===== src/pal_pkg.sv =====
// package of constants for the three-channel process alarm block
// Functional notes
// - source per alarm: off, process, band, deviation
// - high type asserts above threshold
// - low type asserts below threshold, even at start
// - inhibited low masked until value first exceeds threshold
// - clearing needs threshold passed by hysteresis amount
// - hysteresis settable from 0.1 to 10 percent
// - input averaged over window, off to 5 s
// - auto reset self-clears; latching waits operator reset
// - fail-safe relay energized while healthy
// - direct relay energized only while alarmed
// - threshold in full-scale units, up to 110 percent
// - alarm one defaults inhibited low, 5 percent
// - alarm two defaults high at 60 percent
// - alarm three defaults high at 80 percent
// - mask re-arm only for inhibited low alarms
package pal_pkg;
  localparam int unsigned NUM_ALARMS = 3;
  // byte offsets
  localparam logic [7:0] ADDR_CFG0 = 8'h00;
  localparam logic [7:0] ADDR_CFG1 = 8'h04;
  localparam logic [7:0] ADDR_CFG2 = 8'h08;
  localparam logic [7:0] ADDR_THR0 = 8'h0c;
  localparam logic [7:0] ADDR_THR1 = 8'h10;
  localparam logic [7:0] ADDR_THR2 = 8'h14;
  localparam logic [7:0] ADDR_SETPOINT = 8'h18;
  localparam logic [7:0] ADDR_FULLSCALE = 8'h1c;
  localparam logic [7:0] ADDR_CMD = 8'h20;
  localparam logic [7:0] ADDR_STATUS = 8'h24;
  localparam logic [7:0] ADDR_IRQ_STATUS = 8'h28;
  localparam logic [7:0] ADDR_IRQ_ENABLE = 8'h2c;
  localparam logic [7:0] ADDR_IRQ_CLEAR = 8'h30;
  // config field positions
  localparam int unsigned CFG_SRC_LSB = 0;
  localparam int unsigned CFG_TYP_LSB = 2;
  localparam int unsigned CFG_RST_BIT = 4;
  localparam int unsigned CFG_POL_BIT = 5;
  localparam int unsigned CFG_FILT_LSB = 8;
  localparam int unsigned CFG_HYST_LSB = 16;
  // command and status field positions
  localparam int unsigned CMD_ACK_LSB = 0;
  localparam int unsigned CMD_REARM_LSB = 4;
  localparam int unsigned STAT_ALARM_LSB = 0;
  localparam int unsigned STAT_COND_LSB = 4;
  localparam int unsigned STAT_MASK_LSB = 8;
  // encodings
  localparam logic [1:0] SRC_OFF = 2'h0;
  localparam logic [1:0] SRC_PROC = 2'h1;
  localparam logic [1:0] SRC_BAND = 2'h2;
  localparam logic [1:0] SRC_DEVIATION = 2'h3;
  localparam logic [1:0] TYP_HIGH = 2'h0;
  localparam logic [1:0] TYP_LOW = 2'h1;
  localparam logic [1:0] TYP_INHIB = 2'h2;
  localparam logic RST_AUTO = 1'h0;
  localparam logic RST_LATCH = 1'h1;
  localparam logic RELAY_FAIL_SAFE = 1'h0;
  localparam logic RELAY_DIRECT = 1'h1;
  // hysteresis in 0.1 percent steps, filter window in 0.1 s steps
  localparam logic [6:0] HYST_MIN = 7'h01;
  localparam logic [6:0] HYST_MAX = 7'h64;
  localparam logic [22:0] HYST_DIV = 23'h0003e8;
  localparam int unsigned FILT_STEP_MS = 100;
  localparam logic [5:0] FILT_MAX = 6'h32;
  localparam logic [17:0] THR_MAX_NUM = 18'h0000b;
  localparam logic [19:0] THR_MAX_DEN = 20'h0000a;
  // reset values
  localparam logic [15:0] FULLSCALE_RST = 16'h2710;
  localparam logic [15:0] THR0_RST = 16'h01f4;
  localparam logic [15:0] THR1_RST = 16'h1770;
  localparam logic [15:0] THR2_RST = 16'h1f40;
  localparam logic [5:0] FILT_RST = 6'h04;
  localparam logic [6:0] HYST_RST = 7'h0a;
  localparam logic [15:0] SETPOINT_RST = 16'h0000;
endpackage


===== src/pal_alarm_core.sv =====
// three process alarms with filter, hysteresis, latching, relay drive and apb registers
`timescale 1ns/1ps
`default_nettype none
module pal_alarm_core #(
  parameter int unsigned SAMPLES_PER_TENTH = 1
) (
  input wire logic clk_sys,
  input wire logic reset_n,
  input wire logic psel,
  input wire logic penable,
  input wire logic pwrite,
  input wire logic [7:0] paddr,
  input wire logic [31:0] pwdata,
  output logic [31:0] prdata,
  output logic pready,
  output logic pslverr,
  input wire logic [15:0] measValue,
  input wire logic measValid,
  input wire logic [15:0] controlSetpoint,
  output logic [2:0] relayDrive,
  output logic irq
);

  generate
    if (SAMPLES_PER_TENTH < 1 || SAMPLES_PER_TENTH > 1000) begin : gBadParam
      $error("SAMPLES_PER_TENTH must be 1 to 1000");
    end
  endgenerate

  typedef struct packed {
    logic [2:0][1:0] src;
    logic [2:0][1:0] typ;
    logic [2:0] rstMode;
    logic [2:0] polarity;
    logic [2:0][5:0] filtWin;
    logic [2:0][6:0] hyst;
    logic [2:0][15:0] thr;
    logic [15:0] fullScale;
    logic [2:0][23:0] filt;
    logic [2:0] cond;
    logic [2:0] masked;
    logic [2:0] alarm;
    logic [2:0] relay;
    logic [2:0] irqStat;
    logic [2:0] irqEn;
    logic [31:0] rdData;
  } pal_state_t;

  pal_state_t s_reg;
  pal_state_t s_next;

  // exponential filter shift: floor(log2(samples in window + 1))
  function automatic logic [3:0] pal_win_shift(input logic [5:0] win);
    logic [15:0] n;
    logic [3:0] sh;
    n = 16'(win * SAMPLES_PER_TENTH) + 16'h0001;
    sh = 4'h0;
    for (int i = 0; i < 16; i++) begin
      if (n >= 16'(1 << i)) begin
        sh = 4'(i);
      end
    end
    return sh;
  endfunction

  logic setupRd;
  logic accWr;
  logic mapped;

  assign pready = penable;
  assign setupRd = psel & ~penable & ~pwrite;
  assign accWr = psel & penable & pwrite;
  assign prdata = s_reg.rdData;
  assign relayDrive = s_reg.relay;
  assign irq = |(s_reg.irqStat & s_reg.irqEn);
  assign pslverr = psel & penable & ~mapped;

  always_comb begin
    mapped = 1'b1;
    case (paddr)
      pal_pkg::ADDR_CFG0, pal_pkg::ADDR_CFG1, pal_pkg::ADDR_CFG2,
      pal_pkg::ADDR_THR0, pal_pkg::ADDR_THR1, pal_pkg::ADDR_THR2,
      pal_pkg::ADDR_SETPOINT, pal_pkg::ADDR_FULLSCALE, pal_pkg::ADDR_CMD,
      pal_pkg::ADDR_STATUS, pal_pkg::ADDR_IRQ_STATUS, pal_pkg::ADDR_IRQ_ENABLE,
      pal_pkg::ADDR_IRQ_CLEAR: mapped = 1'b1;
      default: mapped = 1'b0;
    endcase
  end

  always_comb begin
    logic [24:0] fdiff;
    logic [17:0] value;
    logic [17:0] sdiff;
    logic [17:0] thrS;
    logic [22:0] hProd;
    logic [17:0] hAmt;
    logic [35:0] thrMax;
    logic [2:0] ack;
    logic [2:0] rearm;
    logic [2:0] irqClr;
    logic [2:0] rise;
    logic active;
    logic [5:0] winW;
    logic [6:0] hystW;
    logic [31:0] rd;
    fdiff = 25'h0000000;
    value = 18'h00000;
    sdiff = 18'h00000;
    thrS = 18'h00000;
    hProd = 23'h000000;
    hAmt = 18'h00000;
    thrMax = (36'(s_reg.fullScale) * 36'(pal_pkg::THR_MAX_NUM)) / 36'(pal_pkg::THR_MAX_DEN);
    ack = 3'h0;
    rearm = 3'h0;
    irqClr = 3'h0;
    rise = 3'h0;
    active = 1'b0;
    winW = pwdata[pal_pkg::CFG_FILT_LSB +: 6];
    hystW = pwdata[pal_pkg::CFG_HYST_LSB +: 7];
    rd = 32'h00000000;
    s_next = s_reg;

    // register writes
    if (accWr) begin
      case (paddr)
        pal_pkg::ADDR_CMD: begin
          ack = pwdata[pal_pkg::CMD_ACK_LSB +: 3];
          rearm = pwdata[pal_pkg::CMD_REARM_LSB +: 3];
        end
        pal_pkg::ADDR_SETPOINT: ;
        pal_pkg::ADDR_FULLSCALE: s_next.fullScale = pwdata[15:0];
        pal_pkg::ADDR_IRQ_ENABLE: s_next.irqEn = pwdata[2:0];
        pal_pkg::ADDR_IRQ_CLEAR: irqClr = pwdata[2:0];
        default: ;
      endcase
      for (int a = 0; a < 3; a++) begin
        if (paddr == pal_pkg::ADDR_CFG0 + 8'(4 * a)) begin
          s_next.src[a] = pwdata[pal_pkg::CFG_SRC_LSB +: 2];
          s_next.typ[a] = (pwdata[pal_pkg::CFG_TYP_LSB +: 2] == 2'h3) ?
                          pal_pkg::TYP_HIGH : pwdata[pal_pkg::CFG_TYP_LSB +: 2];
          s_next.rstMode[a] = pwdata[pal_pkg::CFG_RST_BIT];
          s_next.polarity[a] = pwdata[pal_pkg::CFG_POL_BIT];
          s_next.filtWin[a] = (winW > pal_pkg::FILT_MAX) ? pal_pkg::FILT_MAX : winW;
          if (hystW < pal_pkg::HYST_MIN) begin
            s_next.hyst[a] = pal_pkg::HYST_MIN;
          end else if (hystW > pal_pkg::HYST_MAX) begin
            s_next.hyst[a] = pal_pkg::HYST_MAX;
          end else begin
            s_next.hyst[a] = hystW;
          end
          if (s_next.typ[a] == pal_pkg::TYP_INHIB && s_reg.typ[a] != pal_pkg::TYP_INHIB) begin
            s_next.masked[a] = 1'b1;
          end
        end
        if (paddr == pal_pkg::ADDR_THR0 + 8'(4 * a)) begin
          s_next.thr[a] = (36'(pwdata[15:0]) > thrMax) ? thrMax[15:0] : pwdata[15:0];
        end
      end
    end

    // per-alarm evaluation
    for (int a = 0; a < 3; a++) begin
      if (measValid) begin
        fdiff = 25'({1'b0, measValue, 8'h00}) - 25'({1'b0, s_reg.filt[a]});
        s_next.filt[a] = s_reg.filt[a] +
                         24'($signed(fdiff) >>> pal_win_shift(s_reg.filtWin[a]));
        sdiff = 18'({2'b00, s_next.filt[a][23:8]}) - 18'({2'b00, controlSetpoint});
        case (s_reg.src[a])
          pal_pkg::SRC_BAND: value = sdiff[17] ? 18'(-$signed(sdiff)) : sdiff;
          pal_pkg::SRC_DEVIATION: value = sdiff;
          default: value = 18'({2'b00, s_next.filt[a][23:8]});
        endcase
        thrS = 18'({2'b00, s_reg.thr[a]});
        hProd = 23'(s_reg.fullScale) * 23'(s_reg.hyst[a]);
        hAmt = 18'(hProd / pal_pkg::HYST_DIV);
        if (s_reg.src[a] == pal_pkg::SRC_OFF) begin
          s_next.cond[a] = 1'b0;
        end else if (s_reg.typ[a] == pal_pkg::TYP_HIGH) begin
          if (!s_reg.cond[a] && $signed(value) > $signed(thrS)) begin
            s_next.cond[a] = 1'b1;
          end else if (s_reg.cond[a] && $signed(value) < $signed(thrS - hAmt)) begin
            s_next.cond[a] = 1'b0;
          end
        end else begin
          if (!s_reg.cond[a] && $signed(value) < $signed(thrS)) begin
            s_next.cond[a] = 1'b1;
          end else if (s_reg.cond[a] && $signed(value) > $signed(thrS + hAmt)) begin
            s_next.cond[a] = 1'b0;
          end
          if (s_reg.typ[a] == pal_pkg::TYP_INHIB && $signed(value) > $signed(thrS)) begin
            s_next.masked[a] = 1'b0;
          end
          // no condition builds up while masked, so unmasking never trips at once
          if (s_reg.typ[a] == pal_pkg::TYP_INHIB && s_next.masked[a]) begin
            s_next.cond[a] = 1'b0;
          end
        end
      end
      if (rearm[a] && s_reg.typ[a] == pal_pkg::TYP_INHIB) begin
        s_next.masked[a] = 1'b1;
      end
      // config writes take effect on the write edge itself
      active = s_next.cond[a] & ~(s_next.masked[a] & (s_next.typ[a] == pal_pkg::TYP_INHIB));
      if (s_next.src[a] == pal_pkg::SRC_OFF) begin
        s_next.alarm[a] = 1'b0;
      end else if (s_next.rstMode[a] == pal_pkg::RST_AUTO) begin
        s_next.alarm[a] = active;
      end else begin
        s_next.alarm[a] = active | (s_reg.alarm[a] & ~ack[a]);
      end
      rise[a] = s_next.alarm[a] & ~s_reg.alarm[a];
      if (s_next.polarity[a] == pal_pkg::RELAY_FAIL_SAFE) begin
        s_next.relay[a] = ~s_next.alarm[a];
      end else begin
        s_next.relay[a] = s_next.alarm[a];
      end
    end

    // sticky events, set wins over clear
    s_next.irqStat = (s_reg.irqStat & ~irqClr) | rise;

    // read data captured in the setup cycle
    case (paddr)
      pal_pkg::ADDR_SETPOINT: rd = {16'h0000, controlSetpoint};
      pal_pkg::ADDR_FULLSCALE: rd = {16'h0000, s_reg.fullScale};
      pal_pkg::ADDR_STATUS: begin
        rd[pal_pkg::STAT_ALARM_LSB +: 3] = s_reg.alarm;
        rd[pal_pkg::STAT_COND_LSB +: 3] = s_reg.cond;
        rd[pal_pkg::STAT_MASK_LSB +: 3] = s_reg.masked;
      end
      pal_pkg::ADDR_IRQ_STATUS: rd = {29'h00000000, s_reg.irqStat};
      pal_pkg::ADDR_IRQ_ENABLE: rd = {29'h00000000, s_reg.irqEn};
      default: rd = 32'h00000000;
    endcase
    for (int a = 0; a < 3; a++) begin
      if (paddr == pal_pkg::ADDR_CFG0 + 8'(4 * a)) begin
        rd[pal_pkg::CFG_SRC_LSB +: 2] = s_reg.src[a];
        rd[pal_pkg::CFG_TYP_LSB +: 2] = s_reg.typ[a];
        rd[pal_pkg::CFG_RST_BIT] = s_reg.rstMode[a];
        rd[pal_pkg::CFG_POL_BIT] = s_reg.polarity[a];
        rd[pal_pkg::CFG_FILT_LSB +: 6] = s_reg.filtWin[a];
        rd[pal_pkg::CFG_HYST_LSB +: 7] = s_reg.hyst[a];
      end
      if (paddr == pal_pkg::ADDR_THR0 + 8'(4 * a)) begin
        rd = {16'h0000, s_reg.thr[a]};
      end
    end
    if (setupRd) begin
      s_next.rdData = rd;
    end
  end

  always_ff @(posedge clk_sys or negedge reset_n) begin
    if (!reset_n) begin
      s_reg.src <= {3{pal_pkg::SRC_PROC}};
      s_reg.typ <= {pal_pkg::TYP_HIGH, pal_pkg::TYP_HIGH, pal_pkg::TYP_INHIB};
      s_reg.rstMode <= {3{pal_pkg::RST_AUTO}};
      s_reg.polarity <= {3{pal_pkg::RELAY_FAIL_SAFE}};
      s_reg.filtWin <= {3{pal_pkg::FILT_RST}};
      s_reg.hyst <= {3{pal_pkg::HYST_RST}};
      s_reg.thr <= {pal_pkg::THR2_RST, pal_pkg::THR1_RST, pal_pkg::THR0_RST};
      s_reg.fullScale <= pal_pkg::FULLSCALE_RST;
      s_reg.filt <= {3{24'h000000}};
      s_reg.cond <= 3'h0;
      s_reg.masked <= 3'h7;
      s_reg.alarm <= 3'h0;
      s_reg.relay <= 3'h7;
      s_reg.irqStat <= 3'h0;
      s_reg.irqEn <= 3'h0;
      s_reg.rdData <= 32'h00000000;
    end else begin
      s_reg <= s_next;
    end
  end

endmodule // pal_alarm_core
`default_nettype wire


===== config.mk =====
export PLATFORM = sky130hd
export DESIGN_NAME = pal_alarm_core
export DESIGN_NICKNAME = d
export VERILOG_FILES = /design/src/pal_pkg.sv /design/src/pal_alarm_core.sv
export SDC_FILE = /design/constraint.sdc
export NUM_CORES = 2
export LEC_CHECK = 0
export ABC_AREA = 1
export BUFFER_PORTS_ARGS = -buffer_cell sky130_fd_sc_hd__clkbuf_2
export CAP_MARGIN = 20
export CORE_MARGIN = 3
export CORE_UTILIZATION = 49
export DETAILED_ROUTE_END_ITERATION = 10
export GPL_TIMING_DRIVEN = 0
export PLACE_DENSITY = 0.74
export SYNTH_ARGS = -nofsm -noshare
export SYNTH_HDL_FRONTEND = slang
export SYNTH_SLANG_ARGS = --single-unit

===== constraint.sdc =====
create_clock -name clk_sys -period 18.9 [get_ports clk_sys]
set_clock_uncertainty 0.1 [all_clocks]
set_input_delay 3.78 -clock clk_sys [delete_from_list [all_inputs] [get_ports clk_sys]]
set_output_delay 3.78 -clock clk_sys [all_outputs]
set_load 0.1 [all_outputs]

==> metrics <==
met2 usage 45.15%; Antenna Nets Post-Route 0; Layout Nets 9020; Starting Density 49.78%; share of the synthesized area in the top cell type 14.37%; hold path endpoint s_reg[35]; clk_lat worst skew 0.61 ns; worst-case reg-to-reg path depth 118; type of origin of the critical path flip-flop; largest net degree at the start of global routing 112; final setup fails 0; initial antenna violation count 6; critical path peak fanout 10; DRC viols 0; largest area contributor in the netlist ha_1; largest cells by area after synthesis ha_1, nand2_1, inv_1; most used cell, CP nand2_1; vias in the first global route 49.35k; clock slew at reported path FFs 0.06 ns; vias after detailed routing 52.55k; Yosys warning total 0; met1 usage 40.14%; WP data required 19.23 ns; CTS sink count 234; Critical Path Sink Type flip-flop; most common cell after layout, fill and taps aside nand2_1; core area 0.1042 mm²; setup slack at placement 0.6485 ns; Unique masters post-synth 84; Synth Register Bits 234; drt pass-1 iters 6; reg-to-reg setup timing slack 1.43 ns; Post-synth ARST share 100.0%; Routed WL per cell 17.25 µm; met3 Resource Use GR 4.724%; Worst Hold Class flip-flop to flip-flop; HPWL after DPL 139000 µm; Tcrit/Tclk final 92.44%; wire length of the first global-routing pass 259000 µm; Cells after Synth 7984; Reg-to-Reg End relayDrive[0]; layer carrying the most global-route usage met2; DRT iter0 DRCs 4505; Global Route Usage Sum 28.79%; max-cap viol count 0; Site Rows 118; Syn-to-layout area delta 6.721%; R2R Path Start s_reg[122]; max reg flops 208; CP max stage cell fa_1; total global routing overflow 0; unrepaired setup endpoints after global routing false; Die W 331.4 µm; vias per cell 5.520; die area 0.1098 mm²; WHS Path Cells 1; maximum root-to-sink buffer count 3; CTS tree built; leading cell types in the layout, fill and taps excluded nand2_1, inv_1, ha_1, o21ai_0, nand3_1; RePlAce Congestion 1.016; number of synthesized flops with an enable pin 0; Post-Route WL 164200 µm; status complete, no violations; setup TNS 0 ns; area occupied by registers 0.005921 mm²; Post-Synthesis Cell Area 0.05189 mm²; CP arrival 17.80 ns; Hold Crit Start s_reg[41]; critical path class flip-flop to flip-flop; H-tree depth 1; I/O Buffers 96; number of buffers and inverters on the critical path 11; post-synthesis sequential area ratio 11.39%; max_slew headroom 10.17%; fill count 10.50k; Multi-input gate area 0.03939 mm²; Vert. Die Dim 331.4 µm; Clk Tree Root Cell clkbuf_16; crit-path max cell delay 0.56 ns; Hold Fails Final Rpt 0; Hold WS 0.3697 ns; Synth Flop Type dfrtp_1; share of cells above drive strength 1 10.36%; Crit path max-delay family simple AND/OR/NAND/NOR gates; max-slew violations 0; Least-Margin Pin Slew 1.333 ns; Final Util 53.12%; syn avg cell area 6.499 µm²; PnR worst setup slack 1.428 ns; clock buffer count from CTS 28; I/O pin total 116; Peak Freq 57.24 MHz; min cycle time layout 17.47 ns; hold-fix buffers at CTS 0
==> logic make-up (layout without fill, tap and decap cells) <==
| family | Yosys count | after routing | synth area share, % |
|---|---|---|---|
| DFF | 234 | 234 | 11.39 |
| AOI/OAI and AO/OA | 1427 | 1427 | 15.63 |
| other | 1 | 12 | 0.007227 |
| and+or+nand+nor | 3380 | 3380 | 30.04 |
| muxes | 22 | 22 | 0.4244 |
| adders and majority gates | 828 | 828 | 23.32 |
| xor gates and xnor gates | 370 | 370 | 6.359 |
| buffers and inverters | 1722 | 1866 | 12.82 |
==> stage by stage <==
step	std cells	cell area, µm²
finish	9519	55370
global route	9516	55370
CTS	9527	55260
detailed placement	9475	54220
global placement	9468	54120
floorplan	7992	51920
==> per-layer routing <==
metal | wire length (µm) | part of all wire (%)
met4 | 6251 | 3.8
met1 | 72380 | 44
met3 | 15500 | 9.4
met5 | 13 | 0.0079
met2 | 70030 | 43
==> repair_timing <==
item / in CTS / in global routing
resized for setup: 0 / 131
endpoints found under the setup margin: 0 / 12
setup buffers: 0 / 1
==> worst register-to-register path: cells and delay by family, from the launching register on <==
| family | cells | cell delay [ns] |
|---|---|---|
| AOI/OAI and AO/OA | 24 | 4.12 |
| adders and majority gates | 8 | 3.38 |
| buffers and inverters | 11 | 1.33 |
| xor gates and xnor gates | 2 | 0.57 |
| and+or+nand+nor | 73 | 7.29 |
| DFF | 1 | 0.51 |
==> synth_stat cells, drive strengths merged, types with 17 or more instances <==
master  count
a211oi     17
a21oi     457
a221oi     17
a31oi      21
buf        54
clkbuf    156
clkinv     21
dfrtp     191
dfstp      43
fa        232
ha        596
inv      1491
mux2i      22
nand2    2188
nand3     535
nand3b     29
nand4      75
nor2      442
nor3       68
o211ai     37
o21ai     671
o21bai     90
o22ai      27
o31ai      20
or2        17
xnor2      46
xor2      323
==> area by class of cell <==
class / count / area share [%]
Timing Repair Buffer: 108 / 1.128
Buffer: 194 / 1.760
Inverter: 1512 / 10.29
Sequential cell: 234 / 10.69
Tap cell: 1380 / 3.118
Multi-Input combinational cell: 6036 / 71.13
Clock inverter: 17 / 0.4610
Antenna cell: 3 / 0.01356
Clock buffer: 35 / 1.403
==> how the worst max path moves through the flow <==
stage,start,to,slack [ns],cells past startpoint
2_1_floorplan,s_reg[196],relayDrive[1],4.13,109
3_3_place_gp,s_reg[122],relayDrive[0],0.98,116
3_5_place_dp,s_reg[122],s_reg[36],0.65,114
4_1_cts,s_reg[122],relayDrive[1],0.61,114
5_1_grt,s_reg[122],relayDrive[0],0.01,118
6_report,s_reg[122],relayDrive[0],1.43,118
Power is left out: the tool's default activity adds up to more than one toggle a clock period on the data nets, which glitch-free logic cannot reach.
